--- config.mk ---
export PLATFORM = sky130hd
export DESIGN_NAME = mode_reset_controller
export DESIGN_NICKNAME = d
export VERILOG_FILES = /design/src/mode_reset_pkg.sv /design/src/reset_pulse_stretch.sv /design/src/mode_reset_controller.sv
export SDC_FILE = /design/constraint.sdc
export NUM_CORES = 1
export LEC_CHECK = 0
export BUFFER_PORTS_ARGS = -buffer_cell sky130_fd_sc_hd__buf_2
export CELL_PAD_IN_SITES_DETAIL_PLACEMENT = 0
export CELL_PAD_IN_SITES_GLOBAL_PLACEMENT = 1
export CORE_MARGIN = 2
export CORE_UTILIZATION = 40
export CTS_CLUSTER_SIZE = 40
export DETAILED_ROUTE_END_ITERATION = 16
export PLACE_DENSITY = 0.93
export SYNTH_ARGS = -nofsm -noshare
export SYNTH_HDL_FRONTEND = slang
export SYNTH_HIERARCHICAL = 1
export SYNTH_SLANG_ARGS = --single-unit
--- constraint.sdc ---
create_clock -name clock -period 6.6 [get_ports clock]
set_input_delay 0.66 -clock clock [delete_from_list [all_inputs] [get_ports clock]]
set_output_delay 0.66 -clock clock [all_outputs]
set_load 0.02 [all_outputs]
--- src/mode_reset_pkg.sv ---
package mode_reset_pkg;

	// ************************************************************
	// Register offsets
	// ************************************************************
	localparam logic [3:0] mode_control_offset        = 4'h0;
	localparam logic [3:0] chip_identification_offset = 4'h4;
	localparam logic [3:0] reset_cause_status_offset  = 4'h8;

	// ************************************************************
	// Mode register field positions
	// ************************************************************
	localparam int boot_remap_flag_bit        = 0;
	localparam int dsp_a_reset_ctl_bit        = 1;
	localparam int dsp_b_reset_ctl_bit        = 2;
	localparam int dsp_a_clock_gate_bit       = 3;
	localparam int dsp_b_clock_gate_bit       = 4;
	localparam int sync_clock_bit             = 5;
	localparam int low_power_flag_bit         = 6;
	localparam int low_power_divider_pick_lsb = 8;
	localparam int soft_reset_rom_on_bit      = 10;
	localparam int soft_reset_rom_off_bit     = 11;
	localparam int dsp_a_debug_bit            = 12;
	localparam int dsp_b_debug_bit            = 13;
	localparam int codec_a_reset_ctl_bit      = 14;
	localparam int codec_b_reset_ctl_bit      = 15;
	localparam int package_flag_bit           = 16;

	// ************************************************************
	// Reset values and cause codes
	// ************************************************************
	localparam logic [2:0] cause_hardware = 3'h1;
	localparam logic [2:0] cause_watchdog = 3'h2;
	localparam logic [2:0] cause_software = 3'h4;
	localparam logic [2:0] version_reset  = 3'h1; // Arbitrary neutral value

	// ************************************************************
	// Timing
	// ************************************************************
	localparam int clock_mhz             = 125;
	localparam int min_reset_cycles      = 10;
	localparam int dsp_release_toggles   = 6;
	localparam logic [3:0] pulse_cycles  = 4'(min_reset_cycles);

	// Low-power divisors per code
	localparam logic [10:0] divisor_code0 = 11'h001;
	localparam logic [10:0] divisor_code1 = 11'h020;
	localparam logic [10:0] divisor_code2 = 11'h080;
	localparam logic [10:0] divisor_code3 = 11'h400;

	// ************************************************************
	// Carrier types
	// ************************************************************
	typedef struct packed {
		logic        select;
		logic        write;
		logic [3:0]  addr;
		logic [31:0] wdata;
	} reg_request_t;

	typedef struct packed {
		logic dsp_a_reset_n;
		logic dsp_b_reset_n;
		logic dsp_a_clock_run;
		logic dsp_b_clock_run;
		logic dsp_a_debug;
		logic dsp_b_debug;
		logic codec_a_reset_n;
		logic codec_b_reset_n;
		logic sync_clock;
		logic dram_clock_run;
		logic rom_at_zero;
	} control_out_t;

	typedef enum logic [1:0] {
		cause_none,
		cause_hw,
		cause_wd,
		cause_sw
	} reset_source_t;

endpackage

--- src/reset_pulse_stretch.sv ---
`timescale 1ns/10ps
// Stretches a one-cycle request to a reset pulse of fixed length
module reset_pulse_stretch #(
	parameter logic [3:0] length = 4'hA
) (
	input  wire logic clock,
	input  wire logic srst,
	input  wire logic trigger,
	output logic      pulse
);

	logic [3:0] count;

	// Down counter holds pulse while above one
	always_ff @(posedge clock) begin
		if (srst) begin
			count <= 4'h0;
		end else if (trigger) begin
			count <= length;
		end else if (count != 4'h0) begin
			count <= count - 4'h1;
		end
	end

	// Pulse covers the trigger cycle and the count down
	always_ff @(posedge clock) begin
		if (srst) begin
			pulse <= 1'b0;
		end else begin
			pulse <= trigger || (count > 4'h1);
		end
	end

endmodule

--- src/mode_reset_controller.sv ---
`timescale 1ns/10ps
// Functional notes
// RULE1: Chip reset comes from reset pin, watchdog pulse or software write.
// RULE2: The reset pin must be held at least ten clock cycles.
// RULE3: With dynamic memory, hold reset about two hundred microseconds.
// RULE4: Any reset restores registers to defaults and restarts fetch at zero.
// RULE5: Boot-select pin sampled at release; low maps ROM at zero.
// RULE6: Remap flag loads boot-select at release; software may set it.
// RULE7: DSP cores stay in reset until software releases them.
// RULE8: DSP reset bits reset low; 010101 toggle pattern forwarded to core.
// RULE9: DSP clock-inhibit bits reset low; high stops that core clock.
// RULE10: Default asynchronous clocking, processor and DSP from separate PLLs.
// RULE11: Synchronous-clock bit runs processor and DSPs from DSP PLL.
// RULE12: Low-power divides processor clock and stops dynamic memory clock.
// RULE13: Low-power bit is set-only; only reset clears it.
// RULE14: Divider pick captured when low-power rises, frozen afterwards.
// RULE15: Divider codes 0..3 give divisors 1, 32, 128, 1024.
// RULE16: DSP debug bits reset low; set muxes test signals out.
// RULE17: Codec reset bits reset low; high releases the codec interface.
// RULE18: First software reset bit resets chip with remap flag zero.
// RULE19: Second software reset bit resets chip with remap flag one.
// RULE20: Failed serial boot handshake falls back to external memory boot.
// RULE21: Reset status holds one-hot cause: hardware, watchdog, software.
// RULE22: Identification register shows package flag and version field.
// RULE23: Software and watchdog requests become a timed internal reset pulse.
module mode_reset_controller #(
	parameter logic [2:0] version_value = mode_reset_pkg::version_reset
) (
	input  wire logic                         clock,
	input  wire logic                         srst,
	input  wire logic                         reset_pin,
	input  wire logic                         watchdog_pulse,
	input  wire logic                         boot_select_pin,
	input  wire logic                         bus_width_strap,
	input  wire logic                         boot_fail,
	input  wire mode_reset_pkg::reg_request_t req,
	output logic [31:0]                       rdata,
	output mode_reset_pkg::control_out_t      ctl,
	output logic                              chip_reset,
	output logic                              cpu_clock_enable,
	output logic [10:0]                       cpu_divisor
);
	import mode_reset_pkg::*;

	// ************************************************************
	// Input synchronisers
	// ************************************************************
	logic [1:0] pin_sync;
	logic [1:0] boot_sync;
	logic [1:0] wd_sync;
	logic       wd_seen;

	always_ff @(posedge clock) begin
		pin_sync  <= {pin_sync[0], reset_pin};
		boot_sync <= {boot_sync[0], boot_select_pin};
		wd_sync   <= {wd_sync[0], watchdog_pulse};
		wd_seen   <= wd_sync[1];
	end

	// ************************************************************
	// Reset sources and stretched internal reset
	// ************************************************************
	logic          mode_write;
	logic          sw_on_req;
	logic          sw_off_req;
	logic          wd_req;
	logic          stretch_pulse;
	logic          internal_reset;
	logic          internal_reset_q;
	logic          pending_remap;
	reset_source_t last_source;

	assign mode_write = req.select && req.write && (req.addr == mode_control_offset);
	assign sw_on_req  = mode_write && req.wdata[soft_reset_rom_on_bit];
	assign sw_off_req = mode_write && req.wdata[soft_reset_rom_off_bit];
	assign wd_req     = wd_sync[1] && !wd_seen;

	// Watchdog and software requests become a pulse of pin length
	reset_pulse_stretch #(
		.length (pulse_cycles)
	) u_stretch (
		.clock   (clock),
		.srst    (srst),
		.trigger (sw_on_req || sw_off_req || wd_req), // see RULE23
		.pulse   (stretch_pulse)
	);

	assign internal_reset = srst || pin_sync[1] || stretch_pulse; // see RULE1

	// Record which source fired and what remap a soft reset requests
	always_ff @(posedge clock) begin
		if (srst || pin_sync[1]) begin
			last_source   <= cause_hw;
			pending_remap <= 1'b0;
		end else if (sw_on_req) begin
			last_source   <= cause_sw;
			pending_remap <= 1'b0; // see RULE18
		end else if (sw_off_req) begin
			last_source   <= cause_sw;
			pending_remap <= 1'b1; // see RULE19
		end else if (wd_req) begin
			last_source   <= cause_wd;
			pending_remap <= 1'b0;
		end
	end

	always_ff @(posedge clock) begin
		internal_reset_q <= internal_reset;
		chip_reset       <= internal_reset; // see RULE4
	end

	// ************************************************************
	// Mode register
	// ************************************************************
	logic       remap_flag;
	logic       dsp_a_reset_ctl;
	logic       dsp_b_reset_ctl;
	logic       dsp_a_clock_gate;
	logic       dsp_b_clock_gate;
	logic       sync_clock;
	logic       low_power_flag;
	logic [1:0] low_power_divider_pick;
	logic       dsp_a_debug;
	logic       dsp_b_debug;
	logic       codec_a_reset_ctl;
	logic       codec_b_reset_ctl;
	logic       release_edge;
	logic       boot_fallback;

	assign release_edge = internal_reset_q && !internal_reset;

	// Remap flag: sampled at release, soft reset override, software set
	always_ff @(posedge clock) begin
		if (internal_reset) begin
			remap_flag <= 1'b0;
		end else if (release_edge) begin
			if (last_source == cause_sw) begin
				remap_flag <= pending_remap; // see RULE18 see RULE19
			end else begin
				remap_flag <= boot_sync[1]; // see RULE5 see RULE6
			end
		end else if (boot_fallback) begin
			remap_flag <= 1'b1; // see RULE20
		end else if (mode_write) begin
			remap_flag <= remap_flag | req.wdata[boot_remap_flag_bit]; // see RULE6
		end
	end

	// Failed handshake unmaps the ROM so fetch goes to external memory
	always_ff @(posedge clock) begin
		if (internal_reset) begin
			boot_fallback <= 1'b0;
		end else begin
			boot_fallback <= boot_fail && !remap_flag; // see RULE20
		end
	end

	// Plain read/write control bits, all clear on reset
	always_ff @(posedge clock) begin
		if (internal_reset) begin
			dsp_a_reset_ctl   <= 1'b0; // see RULE7 see RULE8
			dsp_b_reset_ctl   <= 1'b0;
			dsp_a_clock_gate  <= 1'b0; // see RULE9
			dsp_b_clock_gate  <= 1'b0;
			sync_clock        <= 1'b0; // see RULE10
			dsp_a_debug       <= 1'b0; // see RULE16
			dsp_b_debug       <= 1'b0;
			codec_a_reset_ctl <= 1'b0; // see RULE17
			codec_b_reset_ctl <= 1'b0;
		end else if (mode_write) begin
			dsp_a_reset_ctl   <= req.wdata[dsp_a_reset_ctl_bit];
			dsp_b_reset_ctl   <= req.wdata[dsp_b_reset_ctl_bit];
			dsp_a_clock_gate  <= req.wdata[dsp_a_clock_gate_bit];
			dsp_b_clock_gate  <= req.wdata[dsp_b_clock_gate_bit];
			sync_clock        <= req.wdata[sync_clock_bit]; // see RULE11
			dsp_a_debug       <= req.wdata[dsp_a_debug_bit];
			dsp_b_debug       <= req.wdata[dsp_b_debug_bit];
			codec_a_reset_ctl <= req.wdata[codec_a_reset_ctl_bit];
			codec_b_reset_ctl <= req.wdata[codec_b_reset_ctl_bit];
		end
	end

	// Low-power is set-only; divider pick frozen at the rising edge
	always_ff @(posedge clock) begin
		if (internal_reset) begin
			low_power_flag         <= 1'b0;
			low_power_divider_pick <= 2'h0;
		end else if (mode_write && !low_power_flag && req.wdata[low_power_flag_bit]) begin
			low_power_flag         <= 1'b1; // see RULE13
			low_power_divider_pick <= req.wdata[low_power_divider_pick_lsb +: 2]; // see RULE14
		end
	end

	// ************************************************************
	// DSP release pattern: six toggles of the control bit
	// ************************************************************
	logic [2:0] toggles_a;
	logic [2:0] toggles_b;
	logic       prev_a;
	logic       prev_b;

	// Forward the bit to the core, count edges of the sequence
	always_ff @(posedge clock) begin
		if (internal_reset) begin
			toggles_a <= 3'h0;
			toggles_b <= 3'h0;
			prev_a    <= 1'b0;
			prev_b    <= 1'b0;
		end else begin
			prev_a <= dsp_a_reset_ctl;
			prev_b <= dsp_b_reset_ctl;
			if (dsp_a_reset_ctl != prev_a && toggles_a != 3'(dsp_release_toggles)) begin
				toggles_a <= toggles_a + 3'h1; // see RULE8
			end
			if (dsp_b_reset_ctl != prev_b && toggles_b != 3'(dsp_release_toggles)) begin
				toggles_b <= toggles_b + 3'h1;
			end
		end
	end

	// ************************************************************
	// Low-power divider
	// ************************************************************
	function automatic logic [10:0] pick_divisor(input logic [1:0] code);
		logic [10:0] result;
		result = divisor_code0;
		if (code == 2'h1) begin
			result = divisor_code1;
		end else if (code == 2'h2) begin
			result = divisor_code2;
		end else if (code == 2'h3) begin
			result = divisor_code3;
		end
		return result;
	endfunction

	logic [10:0] div_count;
	logic [10:0] active_divisor;

	assign active_divisor = low_power_flag ? pick_divisor(low_power_divider_pick) : divisor_code0; // see RULE15

	// Processor clock enable pulses once per divisor period
	always_ff @(posedge clock) begin
		if (internal_reset) begin
			div_count        <= 11'h000;
			cpu_clock_enable <= 1'b1;
			cpu_divisor      <= divisor_code0;
		end else begin
			cpu_divisor <= active_divisor; // see RULE12
			if (div_count + 11'h001 >= active_divisor) begin
				div_count        <= 11'h000;
				cpu_clock_enable <= 1'b1;
			end else begin
				div_count        <= div_count + 11'h001;
				cpu_clock_enable <= 1'b0;
			end
		end
	end

	// ************************************************************
	// Control outputs
	// ************************************************************
	always_ff @(posedge clock) begin
		if (internal_reset) begin
			ctl <= '0;
			ctl.dram_clock_run  <= 1'b1;
			ctl.dsp_a_clock_run <= 1'b1;
			ctl.dsp_b_clock_run <= 1'b1;
		end else begin
			ctl.dsp_a_reset_n   <= dsp_a_reset_ctl; // see RULE8
			ctl.dsp_b_reset_n   <= dsp_b_reset_ctl;
			ctl.dsp_a_clock_run <= !dsp_a_clock_gate; // see RULE9
			ctl.dsp_b_clock_run <= !dsp_b_clock_gate;
			ctl.dsp_a_debug     <= dsp_a_debug; // see RULE16
			ctl.dsp_b_debug     <= dsp_b_debug;
			ctl.codec_a_reset_n <= codec_a_reset_ctl; // see RULE17
			ctl.codec_b_reset_n <= codec_b_reset_ctl;
			ctl.sync_clock      <= sync_clock; // see RULE11
			ctl.dram_clock_run  <= !low_power_flag; // see RULE12
			ctl.rom_at_zero     <= !remap_flag; // see RULE5
		end
	end

	// ************************************************************
	// Reset cause status and read path
	// ************************************************************
	logic [2:0] reset_cause;
	logic       strap_package;

	// Cause latched at the end of every reset; software may rewrite it
	always_ff @(posedge clock) begin
		if (release_edge) begin
			if (last_source == cause_sw) begin
				reset_cause <= cause_software; // see RULE21
			end else if (last_source == cause_wd) begin
				reset_cause <= cause_watchdog;
			end else begin
				reset_cause <= cause_hardware;
			end
		end else if (!internal_reset && req.select && req.write && req.addr == reset_cause_status_offset) begin
			reset_cause <= req.wdata[2:0];
		end
	end

	// Package strap caught while reset stands
	always_ff @(posedge clock) begin
		if (internal_reset) begin
			strap_package <= bus_width_strap; // see RULE22
		end
	end

	// Registered read data; unmapped offsets read zero
	always_ff @(posedge clock) begin
		if (internal_reset) begin
			rdata <= 32'h0000_0000;
		end else if (req.select && req.addr == mode_control_offset) begin
			rdata <= {16'h0000, codec_b_reset_ctl, codec_a_reset_ctl, dsp_b_debug, dsp_a_debug,
				2'h0, low_power_divider_pick, 1'b0, low_power_flag, sync_clock,
				dsp_b_clock_gate, dsp_a_clock_gate, dsp_b_reset_ctl, dsp_a_reset_ctl, remap_flag};
		end else if (req.select && req.addr == chip_identification_offset) begin
			rdata <= {15'h0000, strap_package, 13'h0000, version_value}; // see RULE22
		end else if (req.select && req.addr == reset_cause_status_offset) begin
			rdata <= {29'h0000_0000, reset_cause}; // see RULE21
		end else begin
			rdata <= 32'h0000_0000;
		end
	end

	// ************************************************************
	// Checks
	// ************************************************************
	low_power_sticky_a: assert property (@(posedge clock) disable iff (internal_reset)
		low_power_flag |=> low_power_flag) else $error("low power cleared without reset"); // see RULE13
	divider_frozen_a: assert property (@(posedge clock) disable iff (internal_reset)
		low_power_flag && $past(low_power_flag) |-> $stable(low_power_divider_pick))
		else $error("divider pick changed in low power"); // see RULE14
	soft_pulse_len_a: assert property (@(posedge clock) disable iff (srst || pin_sync[1])
		$rose(sw_on_req) |=> stretch_pulse [*8]) else $error("soft reset pulse too short"); // see RULE23
	dram_stop_a: assert property (@(posedge clock) disable iff (internal_reset)
		low_power_flag |=> !ctl.dram_clock_run) else $error("dram clock runs in low power"); // see RULE12
	clock_gate_a: assert property (@(posedge clock) disable iff (internal_reset)
		dsp_a_clock_gate |=> !ctl.dsp_a_clock_run) else $error("dsp clock not gated"); // see RULE9
	soft_remap_a: assert property (@(posedge clock)
		release_edge && last_source == cause_sw && pending_remap |=> remap_flag)
		else $error("soft reset remap wrong"); // see RULE19
	hw_cause_a: assert property (@(posedge clock)
		release_edge && last_source == cause_hw |=> reset_cause == cause_hardware)
		else $error("hardware cause wrong"); // see RULE21
	dsp_held_a: assert property (@(posedge clock)
		$fell(internal_reset) |-> !dsp_a_reset_ctl && !dsp_b_reset_ctl)
		else $error("dsp released by reset"); // see RULE7
	codec_follow_a: assert property (@(posedge clock) disable iff (internal_reset)
		codec_a_reset_ctl |=> ctl.codec_a_reset_n) else $error("codec not released"); // see RULE17

	low_power_entry_c: cover property (@(posedge clock) $rose(low_power_flag));
	soft_reset_c: cover property (@(posedge clock) sw_off_req);
	watchdog_reset_c: cover property (@(posedge clock) wd_req);
	dsp_release_c: cover property (@(posedge clock) toggles_a == 3'(dsp_release_toggles));

endmodule

==> run metrics <==
yosys warns=6; Reg clk slew, reported paths=80 ps; nets@finish=389; total gr overflow=0; IO Pins=101; RePlAce Congestion=0.8732; Crit. Startpoint=div_count[0]$_SDFF_PP0_; worst-margin pin slew=900.6 ps; Die W=88.97 um; Final Hold Fails=0; Placed Area=0.003152 mm^2; critical path depth in cells=9; Post-Synth Adder-Cell Area=2.166%; ratio of final minimum period to clock period=42.70%; htree depth=3; clock tree from TritonCTS=done; vias in the first global route=1817; Total Routed Length=4888 um; Total GRT Usage=12.99%; Area growth, synth to finish=15.29%; Fin Hold WS=322.6 ps; DR WL/cell=11.11 um; FMAX=0.3548 GHz; Worst slew margin=39.50%; slack of the critical path=3782 ps; Die ar.=0.007915 mm^2; status=complete, no violations; setup violators final=0; fin cells=440; post-route cell area=0.003329 mm^2; DRT Pass-1 Iters=4; Crit. End Element=flop; reg2reg path depth=9; mapped cell area=0.002888 mm^2; xor/xnor share of the synthesized area=3.033%; placed cells=424; CTS Hold Bufs=0; # diodes=0; Iteration-0 DRC Markers=26; worst hold path type=reg2reg; most frequent cell on the critical path=ha_1; fin. max-slew vios=0; CP max stage cell=or4_2; worst vdd rail ir drop=0.07922 mV; CP max FO=7; clk_skew=7.178 ps; critical path cell sequence=ha_1 > and4_1 > nand3_1 > xnor2_1 > ha_1 > or4_2 > o31ai_4 > nor2_2 > or2_1; CTS Buf Count=9; die height=88.97 um; min cycle time layout=2818 ps; first-pass GRT wire length=7831 um; post-route setup TNS=0 ps; Pwr Density=248.5 mW/mm^2; Detailed Place HPWL=3600 um; setup slack at placement=3533 ps; post-route antenna net violation count=0; buffer and inverter count on the worst path=0; RSZ-0062 raised after global routing=no; clk sinks=75; Core ar.=0.006907 mm^2; Critical Path End=cpu_clock_enable$_SDFF_PP1_; Yosys cell types=46; WP data arrival=3060 ps; Post-CTS Setup Repair Bufs=0; Via Count=1983; cell row count=30; LEAKAGE=1.411 nW; Max stage delay on crit path=710 ps; Initial Util=41.81%; RR Endpoint=cpu_clock_enable$_SDFF_PP1_; FF-to-FF setup slack=3780 ps; Synth Area in Simple Gates=20.36%; Skew-Pair Late Insertion Delay=340 ps; critical path class=reg2reg; port buffer count=58; share of layout cells above drive strength 1=23.84%; vias per cell=4.507; Max Cap Viol=0; initial antenna violation count=0; Yosys reg bits=75; clock buffer depth=2; FFs w/ async S/R, synth=0%; Compound-Gate Fraction of Synth Area=7.149%; Post-synth EDFFs=4; post-synthesis cell count=281; combinational family with the most area after synthesis=simple AND/OR/NAND/NOR gates; synthesized area per cell=10.28 um^2; clock root buffer=clkbuf_8; drt drc=0; CP Launch Type=flop; Synth Flop Type=dfxtp_1; RR Startpoint=div_count[0]$_SDFF_PP0_; post-CTS resize count=0; Req. time, crit path=6840 ps; crit-path leading delay family=simple AND/OR/NAND/NOR gates; mux contribution to synthesized area=5.199%; post-synthesis sequential area ratio=53.38%; pin count of the biggest net entering global routing=22
[state kept, by name, indices dropped and copies added, names as in the netlist, 2 cells and up]
signal / count
pin_sync: 2
rdata: 14
reset_cause: 3
cpu_divisor: 4
u_stretch/count: 4
last_source: 2
wd_sync: 2
div_count: 11
ctl: 11
boot_sync: 2
low_power_divider_pick: 2
[how the worst min path moves through the flow]
| stage | startpoint | endpoint | slack, ps | cells past startpoint |
|---|---|---|---|---|
| finish | boot_sync[0]$_DFF_P_ | boot_sync[1]$_DFF_P_ | 320 | 0 |
| detailed placement | pin_sync[0]$_DFF_P_ | pin_sync[1]$_DFF_P_ | 310 | 0 |
| floorplan | boot_sync[0]$_DFF_P_ | boot_sync[1]$_DFF_P_ | 310 | 0 |
| global placement | wd_sync[0]$_DFF_P_ | wd_sync[1]$_DFF_P_ | 310 | 0 |
| CTS | wd_sync[0]$_DFF_P_ | wd_sync[1]$_DFF_P_ | 320 | 0 |
| global route | boot_sync[0]$_DFF_P_ | boot_sync[1]$_DFF_P_ | 330 | 0 |
[routing by layer]
| metal | part of all wire (%) | vias to the layer above | global-route usage (%) | wire (um) |
|---|---|---|---|---|
| li1 | - | 1023 | - | - |
| met4 | 1.8 | 0 | 6.920 | 87 |
| met1 | 45 | 883 | 14.77 | 2186 |
| met3 | 7.6 | 10 | 4.155 | 373 |
| met5 | 0 | - | 0 | 0 |
| met2 | 46 | 67 | 21.78 | 2240 |
[placed cells by master (no fill, tap or decap), types with 5 or more instances in the layout]
cell type   n
a21oi_1     7
and2_1     18
buf_2      58
clkbuf_8   10
conb_1     25
dfxtp_1    71
ha_1        5
mux2i_1    15
nand2_1    13
nand3_1     9
nor2_1     29
nor3_1      9
o21ai_0    10
xnor2_1     7
[cell usage after synthesis, types with 2 or more instances]
| cell | count | area, um^2 |
|---|---|---|
| xor2_1 | 3 | 26.28 |
| nand2_1 | 13 | 48.80 |
| nor3_1 | 9 | 45.04 |
| buf_2 | 3 | 15.01 |
| or2_1 | 2 | 12.51 |
| a211oi_1 | 2 | 15.01 |
| a21oi_1 | 7 | 35.03 |
| o21ai_0 | 10 | 50.05 |
| nand2b_1 | 2 | 12.51 |
| and3_1 | 3 | 18.77 |
| mux2i_1 | 15 | 150.1 |
| ha_1 | 5 | 62.56 |
| nand3b_1 | 3 | 22.52 |
| nand3_1 | 9 | 45.04 |
| nor2_1 | 29 | 108.9 |
| dfxtp_1 | 71 | 1421 |
| buf_4 | 27 | 202.7 |
| and2_1 | 18 | 112.6 |
| edfxtp_1 | 4 | 120.1 |
| clkbuf_1 | 5 | 18.77 |
| nand4_1 | 2 | 12.51 |
| and4_1 | 3 | 26.28 |
| a31oi_1 | 2 | 12.51 |
| o31ai_1 | 3 | 22.52 |
| inv_1 | 3 | 11.26 |
| nor2b_1 | 2 | 12.51 |
| xnor2_1 | 7 | 61.31 |
[through the flow]
stage / utilization [%] / power, W
CTS: 48.21 / 0.0008382
global route: 48.21 / 0.0008646
floorplan: - / 0.0005229
detailed placement: 45.63 / 0.0005265
global placement: 45.63 / 0.0005261
finish: 48.21 / 0.0008272
[final cells by class]
class	count	area (um^2)
clock buffers	11	141.4
clock inverters	5	36.28
fillers	676	3577
inverters	3	11.26
multi-input cells	192	1189
flip-flops and latches	75	1541
well taps	96	120.1
repair buffers	58	290.3
[worst register-to-register path, stage by stage (launching register included)]
cell and delay [ps]:
dfxtp_1 400, ha_1 310, and4_1 250, nand3_1 100
xnor2_1 190, ha_1 280, or4_2 710, o31ai_4 120
nor2_2 130, or2_1 220
[report_power, final]
| part | switching, W | leakage [nW] | total, W | internal [W] |
|---|---|---|---|---|
| Sequential | 0.00000457 | 0.615 | 0.000469 | 0.000465 |
| Combinational | 0.0000321 | 0.706 | 0.0000467 | 0.0000146 |
| Clock | 0.000163 | 0.0902 | 0.000311 | 0.000148 |
[cell families after synthesis]
| kind of cell | count (synthesis) |
|---|---|
| AO/OA/AOI/OAI | 31 |
| XOR/XNOR | 10 |
| adder cells (fa/ha/maj) | 5 |
| buffers and inverters | 38 |
| flip-flops | 75 |
| multiplexers | 15 |
| other | 1 |
| AND/OR/NAND/NOR | 106 |
(Power assumes the default switching activity.)
